==> config.mk <==
export PLATFORM = sky130hd
export DESIGN_NAME = nvsc_host
export DESIGN_NICKNAME = d
export VERILOG_FILES = /design/src/rtl/nvsc_pkg.sv /design/src/rtl/nvsc_host.sv /design/src/rtl/nvsc_timer.sv
export VERILOG_INCLUDE_DIRS = /design/src /design/src/rtl
export SDC_FILE = /design/constraint.sdc
export NUM_CORES = 1
export LEC_CHECK = 0
export BUFFER_PORTS_ARGS = -buffer_cell sky130_fd_sc_hd__buf_2
export CAP_MARGIN = 20
export CELL_PAD_IN_SITES_DETAIL_PLACEMENT = 0
export CELL_PAD_IN_SITES_GLOBAL_PLACEMENT = 2
export CORE_MARGIN = 2
export CORE_UTILIZATION = 37
export DETAILED_ROUTE_END_ITERATION = 12
export HOLD_SLACK_MARGIN = 0.1
export PLACE_DENSITY_LB_ADDON = 0.1
export SYNTH_ARGS = -nofsm -noshare
export SYNTH_HDL_FRONTEND = slang
export SYNTH_HIERARCHICAL = 1
export SYNTH_SLANG_ARGS = --single-unit
==> constraint.sdc <==
create_clock -name i_sys_clk -period 2.9 [get_ports i_sys_clk]
set_clock_uncertainty 0.2 [all_clocks]
set_input_delay 0.58 -clock i_sys_clk [delete_from_list [all_inputs] [get_ports i_sys_clk]]
set_output_delay 0.58 -clock i_sys_clk [all_outputs]
set_load 0.02 [all_outputs]
==> src/rtl/nvsc_consts.svh <==
`ifndef NVSC_CONSTS_SVH
`define NVSC_CONSTS_SVH
// sequence addresses, 11 bits
`define NVSC_SEQ_A0 11'h000
`define NVSC_SEQ_A1 11'h555
`define NVSC_SEQ_A2 11'h2aa
`define NVSC_SEQ_A3 11'h7ff
`define NVSC_SEQ_A4 11'h0f0
`define NVSC_SEQ_SAVE 11'h70f
`define NVSC_SEQ_RESTORE 11'h70e
// clock period in ns
`define NVSC_CLK_NS 4
// durations in their own units
`define NVSC_SAVE_MS 10
`define NVSC_RESTORE_US 20
`define NVSC_POWERUP_US 550
// pin phase lengths in cycles (25 ns grade rounded up)
`define NVSC_SETUP_CYC 2
`define NVSC_STROBE_CYC 7
`define NVSC_HOLD_CYC 2
`endif

==> src/rtl/nvsc_pkg.sv <==
package nvsc_pkg;
  typedef enum logic [1:0] {
    NVSC_OP_READ,
    NVSC_OP_WRITE,
    NVSC_OP_SAVE,
    NVSC_OP_RESTORE
  } nvsc_op_t;
endpackage

==> src/rtl/nvsc_host.sv <==
`timescale 1ns/1ps
`default_nettype none
`include "nvsc_consts.svh"
// What this block does
// - host holds address stable across the whole write.
// - host keeps output enable high throughout every write.
// - six reads 000,555,2AA,7FF,0F0,70F start a save.
// - six reads 000,555,2AA,7FF,0F0,70E start a restore.
// - each sequence step is a read framed by chip enable low then high.
// - sequence steps are reads with write strobe high; output enable may stay high.
// - host must not hold a write state when the power-up restore ends.
module nvsc_host #(
  parameter int SAVE_CYC = (`NVSC_SAVE_MS * 1000000) / `NVSC_CLK_NS,
  parameter int RESTORE_CYC = (`NVSC_RESTORE_US * 1000) / `NVSC_CLK_NS,
  parameter int POWERUP_CYC = (`NVSC_POWERUP_US * 1000) / `NVSC_CLK_NS
) (
  input wire logic i_sys_clk,
  input wire logic i_sys_rst,
  input wire logic i_req_valid,
  input wire nvsc_pkg::nvsc_op_t i_req_op,
  input wire logic [10:0] i_req_addr,
  input wire logic [7:0] i_req_wdata,
  input wire logic i_supply_ok,
  output logic o_req_ready,
  output logic o_rsp_valid,
  output logic [7:0] o_rsp_rdata,
  output logic o_chip_en_n,
  output logic o_out_en_n,
  output logic o_write_n,
  output logic [10:0] o_byte_select_lines,
  output logic [7:0] o_bidir_data_lines_o,
  output logic o_bidir_data_lines_oe,
  input wire logic [7:0] i_bidir_data_lines_i
);
  typedef enum logic [2:0] {
    NVSC_IDLE,
    NVSC_SETUP,
    NVSC_STROBE,
    NVSC_HOLD,
    NVSC_NEXT,
    NVSC_WAIT
  } nvsc_state_t;

  localparam int TW = 24;

  // sequence address for step index; step 5 depends on save or restore
  function automatic logic [10:0] nvsc_seq_addr(input logic [2:0] idx, input logic save);
    unique case (idx)
      3'h0: nvsc_seq_addr = `NVSC_SEQ_A0;
      3'h1: nvsc_seq_addr = `NVSC_SEQ_A1;
      3'h2: nvsc_seq_addr = `NVSC_SEQ_A2;
      3'h3: nvsc_seq_addr = `NVSC_SEQ_A3;
      3'h4: nvsc_seq_addr = `NVSC_SEQ_A4;
      default: nvsc_seq_addr = save ? `NVSC_SEQ_SAVE : `NVSC_SEQ_RESTORE;
    endcase
  endfunction

  nvsc_state_t state, next_state;
  nvsc_pkg::nvsc_op_t op, next_op;
  logic [2:0] step, next_step;
  logic [3:0] phase, next_phase;
  logic ce_n, next_ce_n, oe_n, next_oe_n, we_n, next_we_n;
  logic [10:0] addr, next_addr;
  logic [7:0] wdata, next_wdata, rdata, next_rdata;
  logic doe, next_doe, ready, next_ready, rsp, next_rsp;
  logic supply_meta, supply_sync, supply_prev;
  logic [7:0] data_meta, data_sync;
  logic tmr_load;
  logic [TW-1:0] tmr_count;
  logic tmr_busy, tmr_done;

  // two-stage sync of pin inputs
  always_ff @(posedge i_sys_clk or posedge i_sys_rst) begin
    if (i_sys_rst) begin
      supply_meta <= 1'b0;
      supply_sync <= 1'b0;
      supply_prev <= 1'b0;
      data_meta <= 8'h00;
      data_sync <= 8'h00;
    end else begin
      supply_meta <= i_supply_ok;
      supply_sync <= supply_meta;
      supply_prev <= supply_sync;
      data_meta <= i_bidir_data_lines_i;
      data_sync <= data_meta;
    end
  end

  nvsc_timer #(.WIDTH(TW)) u_timer (
    .i_sys_clk(i_sys_clk),
    .i_sys_rst(i_sys_rst),
    .i_load(tmr_load),
    .i_count(tmr_count),
    .o_busy(tmr_busy),
    .o_done(tmr_done)
  );

  // pin sequencer
  always_comb begin
    next_state = state;
    next_op = op;
    next_step = step;
    next_phase = phase;
    next_ce_n = ce_n;
    next_oe_n = oe_n;
    next_we_n = we_n;
    next_addr = addr;
    next_wdata = wdata;
    next_rdata = rdata;
    next_doe = doe;
    next_ready = 1'b0;
    next_rsp = 1'b0;
    tmr_load = 1'b0;
    tmr_count = '0;
    // supply rising means a power-up restore is running; wait it out
    if (supply_sync && !supply_prev) begin
      tmr_load = 1'b1;
      tmr_count = TW'(POWERUP_CYC);
    end
    unique case (state)
      NVSC_IDLE: begin
        // no request, so no write, while the power-up restore runs
        // load cycle blocked too, else ready pulses once before the timer is busy
        next_ready = supply_sync && !tmr_load && !tmr_busy;
        if (ready && i_req_valid) begin
          next_ready = 1'b0;
          next_op = i_req_op;
          next_step = 3'h0;
          next_wdata = i_req_wdata;
          next_phase = 4'(`NVSC_SETUP_CYC);
          next_state = NVSC_SETUP;
          // address set before the strobe and held through it
          next_addr = (i_req_op == nvsc_pkg::NVSC_OP_READ || i_req_op == nvsc_pkg::NVSC_OP_WRITE)
                      ? i_req_addr : `NVSC_SEQ_A0;
          // output enable stays high on writes
          next_oe_n = (i_req_op != nvsc_pkg::NVSC_OP_READ);
          next_doe = (i_req_op == nvsc_pkg::NVSC_OP_WRITE);
        end
      end
      NVSC_SETUP: begin
        next_phase = phase - 4'h1;
        if (phase == 4'h1) begin
          next_ce_n = 1'b0;
          // write strobe low only for writes
          // sequence steps keep write strobe high
          next_we_n = (op != nvsc_pkg::NVSC_OP_WRITE);
          next_phase = 4'(`NVSC_STROBE_CYC);
          next_state = NVSC_STROBE;
        end
      end
      NVSC_STROBE: begin
        next_phase = phase - 4'h1;
        if (phase == 4'h1) begin
          // capture read data before enables rise
          next_rdata = data_sync;
          // chip enable and write strobe rise together, ending the access
          next_ce_n = 1'b1;
          next_we_n = 1'b1;
          next_phase = 4'(`NVSC_HOLD_CYC);
          next_state = NVSC_HOLD;
        end
      end
      NVSC_HOLD: begin
        next_phase = phase - 4'h1;
        if (phase == 4'h1) begin
          next_oe_n = 1'b1;
          next_doe = 1'b0;
          next_state = NVSC_NEXT;
        end
      end
      NVSC_NEXT: begin
        // six back-to-back reads with nothing in between
        if ((op == nvsc_pkg::NVSC_OP_SAVE || op == nvsc_pkg::NVSC_OP_RESTORE) && step != 3'h5) begin
          next_step = step + 3'h1;
          next_addr = nvsc_seq_addr(step + 3'h1, op == nvsc_pkg::NVSC_OP_SAVE);
          next_phase = 4'(`NVSC_SETUP_CYC);
          next_state = NVSC_SETUP;
        end else if (op == nvsc_pkg::NVSC_OP_SAVE && supply_sync) begin
          // stay off the pins for the save duration
          tmr_load = 1'b1;
          tmr_count = TW'(SAVE_CYC);
          next_state = NVSC_WAIT;
        end else if (op == nvsc_pkg::NVSC_OP_RESTORE) begin
          tmr_load = 1'b1;
          tmr_count = TW'(RESTORE_CYC);
          next_state = NVSC_WAIT;
        end else begin
          // save below trip level does nothing, so no wait
          next_rsp = 1'b1;
          next_state = NVSC_IDLE;
        end
      end
      NVSC_WAIT: begin
        if (tmr_done) begin
          next_rsp = 1'b1;
          next_state = NVSC_IDLE;
        end
      end
    endcase
  end

  always_ff @(posedge i_sys_clk or posedge i_sys_rst) begin
    if (i_sys_rst) begin
      state <= NVSC_IDLE;
      op <= nvsc_pkg::NVSC_OP_READ;
      step <= 3'h0;
      phase <= 4'h0;
      ce_n <= 1'b1;
      oe_n <= 1'b1;
      we_n <= 1'b1;
      addr <= 11'h000;
      wdata <= 8'h00;
      rdata <= 8'h00;
      doe <= 1'b0;
      ready <= 1'b0;
      rsp <= 1'b0;
    end else begin
      state <= next_state;
      op <= next_op;
      step <= next_step;
      phase <= next_phase;
      ce_n <= next_ce_n;
      oe_n <= next_oe_n;
      we_n <= next_we_n;
      addr <= next_addr;
      wdata <= next_wdata;
      rdata <= next_rdata;
      doe <= next_doe;
      ready <= next_ready;
      rsp <= next_rsp;
    end
  end

  // all pins straight from flip-flops
  assign o_chip_en_n = ce_n;
  assign o_out_en_n = oe_n;
  assign o_write_n = we_n;
  assign o_byte_select_lines = addr;
  assign o_bidir_data_lines_o = wdata;
  assign o_bidir_data_lines_oe = doe;
  assign o_req_ready = ready;
  assign o_rsp_valid = rsp;
  assign o_rsp_rdata = rdata;
endmodule
`default_nettype wire

==> src/rtl/nvsc_timer.sv <==
`timescale 1ns/1ps
`default_nettype none
// loadable down counter, done pulses when it reaches zero
module nvsc_timer #(
  parameter int WIDTH = 24
) (
  input wire logic i_sys_clk,
  input wire logic i_sys_rst,
  input wire logic i_load,
  input wire logic [WIDTH-1:0] i_count,
  output logic o_busy,
  output logic o_done
);
  logic [WIDTH-1:0] count;
  logic [WIDTH-1:0] next_count;
  logic done;
  logic next_done;

  // count down from load value
  always_comb begin
    next_count = count;
    next_done = 1'b0;
    if (i_load) begin
      next_count = i_count;
    end else if (count != '0) begin
      next_count = count - 1'b1;
      next_done = (count == {{(WIDTH-1){1'b0}}, 1'b1});
    end
  end

  always_ff @(posedge i_sys_clk or posedge i_sys_rst) begin
    if (i_sys_rst) begin
      count <= '0;
      done <= 1'b0;
    end else begin
      count <= next_count;
      done <= next_done;
    end
  end

  assign o_busy = (count != '0);
  assign o_done = done;
endmodule
`default_nettype wire

==> results.sh <==
export IMPL_synth_seq_cells=89
export IMPL_yosys_area_top_type="dfrtp_1"
export IMPL_netSwitchingPower_w=0.001435
export IMPL_hold_slack_ns=0.1368
export IMPL_yosys_top_cells_area="dfrtp_1, nand2_1, nor2_1"
export IMPL_gp_congestion=0.7823
export IMPL_grt_pass1_vias=3068
export IMPL_startpoint_type="register"
export IMPL_start_util_pct=37.87
export IMPL_fillers=1144
export IMPL_fin_crit_ns=2.509
export IMPL_hold_path_class="input port to register"
export IMPL_cts_setup_buffers=0
export IMPL_port_buffers=65
export IMPL_cp_arrival_ns=2.54
export IMPL_synth_top_area_share_pct=49.77
export IMPL_p_leak_nw=2.352
export IMPL_setup_slack_ns=0.3905
export IMPL_synth_area_um2=4324
export IMPL_vdd_drop_max_uv=506.2
export IMPL_cts_sinks=89
export IMPL_critPathMaxStageDelay_ns=0.50
export IMPL_ios=66
export IMPL_place_ws_ns=0.3966
export IMPL_worstPathRequired_ns=2.94
export IMPL_fp_coreArea_um2=11420
export IMPL_syn_area_per_cell_um2=10.78
export IMPL_gr_usage_all_layers_pct=15.77
export IMPL_crit_fanout=4
export IMPL_cts_buffer_depth=2
export IMPL_grt_max_degree=43
export IMPL_grt_pass1_wl_um=15810
export IMPL_drive_gt1_share_pct=26.53
export IMPL_drc=0
export IMPL_drt_iter0_markers=219
export IMPL_htree_levels=3
export IMPL_antenna_left=0
export IMPL_fmax_mhz=398.5
export IMPL_power_density_nw_per_um2=788.5
export IMPL_grt_overflow_total=0
export IMPL_final_util_pct=45.39
export IMPL_die_h_um=112.1
export IMPL_cts_buffers=9
export IMPL_pwr_share_comb_pct=28.8
export IMPL_synth_seq_area_share_pct=51.59
export IMPL_dr_pass1_iters=4
export IMPL_final_setup_viol_count=0
export IMPL_cap_violations=0
export IMPL_cp_end_kind="register"
export IMPL_finalCritPeriodShare_pct=86.53
export IMPL_yosys_warnings=6
export IMPL_die_x_um=112.1
export IMPL_power_share_clock_pct=28.3
export IMPL_vias_per_cell=5.009
export IMPL_crit_type="register to register"
export IMPL_drv_slew=0
export IMPL_max_slew_margin_pct=52.94
export IMPL_rows=39
export IMPL_run_status="complete, no violations"
export IMPL_clk_latency_ns=0.34
export IMPL_via_count=3171
export IMPL_diodes=0
export IMPL_root_buffer="clkbuf_16"
export IMPL_critPathBufInv=0
export IMPL_totalWireLength_um=9392
export IMPL_wire_per_inst_um=14.84
export IMPL_synth_flop_cell="dfrtp_1"
export IMPL_pwr_share_seq_pct=42.9
export IMPL_synth_distinct_cells=63
export IMPL_hpwlAfterDp_um=6621
export IMPL_path_delay_family="simple AND/OR/NAND/NOR gates"
export IMPL_worstMarginPinSlew_ns=0.7033
export IMPL_rsz0062_at_grt="false"
export IMPL_syn2layout_area_growth_pct=19.85
export IMPL_crit_chain="or3_1 -> or4b_4 -> or3_1 -> or3b_4 -> o211a_1"
export IMPL_sw_frac_of_total_pct=35.12
export IMPL_syn_inst=401
export IMPL_final_hold_violation_count=0
export IMPL_synth_edf_count=0
export IMPL_ys_async_sr_fraction_pct=100.0
export IMPL_crit_path_frequent_cell="or3_1"
export IMPL_antenna_found_initial=0
export IMPL_fp_dieArea_um2=12570
export IMPL_cts_tree="yes"
export IMPL_internal_power_w=0.002651
export IMPL_cp_slowest_cell="or4b_4"
export IMPL_cts_clk_slew_worst_paths_ns=0.07
export IMPL_tns_ns=0
export IMPL_num_nets_final=528
==> what timing repair did <==
action	in CTS	in global routing
hold buffers	1	0
resized for setup	0	0
hold endpoints to repair	22	0
==> cell usage in the layout, fill, tap and decap left out, drive strengths merged, types with 10 or more instances in the layout <==
cell type  count
xor2          14
conb          10
inv           20
a21oi         14
xnor2         11
nand3         11
nand2         41
buf           79
nor2          35
mux2          18
nor3          11
dfrtp         86
o21ai         20
ha            10
==> cell type report <==
type	instances	area, um2	area share (%)
clock buffers	9	225.2	4.346
clock inverters	7	72.57	1.400
inverters	16	60.06	1.159
multi-input cells	289	1962	37.86
well taps	143	178.9	3.452
flip-flops and latches	89	2231	43.05
repair buffers	80	452.9	8.740
==> sequential cells by signal (all words and copies together), names as in the netlist <==
name                   flops
data_meta                  8
o_bidir_data_lines_oe      1
supply_prev                1
step                       3
o_bidir_data_lines_o       8
o_write_n                  1
state                      3
o_rsp_rdata                8
u_timer/count             24
supply_meta                1
o_byte_select_lines       11
op                         2
o_req_ready                1
data_sync                  8
o_rsp_valid                1
supply_sync                1
phase                      4
u_timer/o_done             1
o_out_en_n                 1
o_chip_en_n                1
==> worst register-to-register path, cell delays in order (launching register included) <==
cell	delay [ns]
dfrtp_1	0.40
or3_1	0.40
or4b_4	0.50
or3_1	0.34
or3b_4	0.43
o211a_1	0.12
==> cell families after synthesis <==
family | Yosys count | synth area share, %
buffers and inverters | 32 | 3.906
muxes | 23 | 6.540
adders and majority gates | 10 | 2.894
xor gates and xnor gates | 25 | 5.064
AOI/OAI and AO/OA | 74 | 11.95
DFF | 89 | 51.59
other | 1 | 0.08672
and+or+nand+nor | 147 | 17.97
==> cell usage after synthesis, drive strengths merged, types with 3 or more instances <==
cell type  count
nor4           6
and2           5
xnor2         11
inv           16
dfrtp         86
nor3b          7
clkbuf         6
nand2b         5
a21o           3
dfstp          3
o22a           3
or2            3
mux2i          5
or3            3
mux2          18
nor2          35
ha            10
o21ai         20
a31oi          3
and3           4
nand2         41
nand3         11
xor2          14
nor3          11
buf           10
nand4          3
nor4b          3
o211a          4
a21oi         14
o31ai          8
or4            3
==> stage by stage <==
| step | std cells | instance area (um2) | power (W) |
|---|---|---|---|
| after floorplan | 410 | 4358 | 0.002611 |
| after global placement | 616 | 4875 | 0.002942 |
| after detailed placement | 616 | 4875 | 0.002951 |
| after CTS | 633 | 5182 | 0.004138 |
| after global routing | 633 | 5182 | 0.004360 |
| final | 633 | 5182 | 0.004086 |
==> routing by layer <==
metal	vias up	share of wire, %	global-route usage, %
met1	1546	51	22.53
met4	0	1.4	5.366
met5	-	0	0
li1	1575	-	-
met3	9	2.9	3.726
met2	41	45	23.65
==> power by group through the flow <==
stage	registers [W]	logic, W	clock network, W
after CTS	0.00175	0.00119	0.00120
after detailed placement	0.00177	0.00118	0
final	0.00175	0.00118	0.00116
after global placement	0.00177	0.00117	0
after floorplan	0.00177	0.000837	0
after global routing	0.00180	0.00131	0.00125
==> final timing paths <==
check / to / from / slack (ns) / cells past startpoint
max: u_timer/count[23] / u_timer/count[13] / 0.39 / 5
min: data_meta[5] / i_bidir_data_lines_i[5] / 0.14 / 1
max reg2reg: u_timer/count[23] / u_timer/count[13] / 0.39 / 5
min reg2reg: supply_sync / supply_meta / 0.15 / 0
max in group asynchronous: o_out_en_n / i_sys_rst / 1.14 / 4
min in group asynchronous: data_meta[5] / i_sys_rst / 0.61 / 3
(Power assumes the default switching activity.)
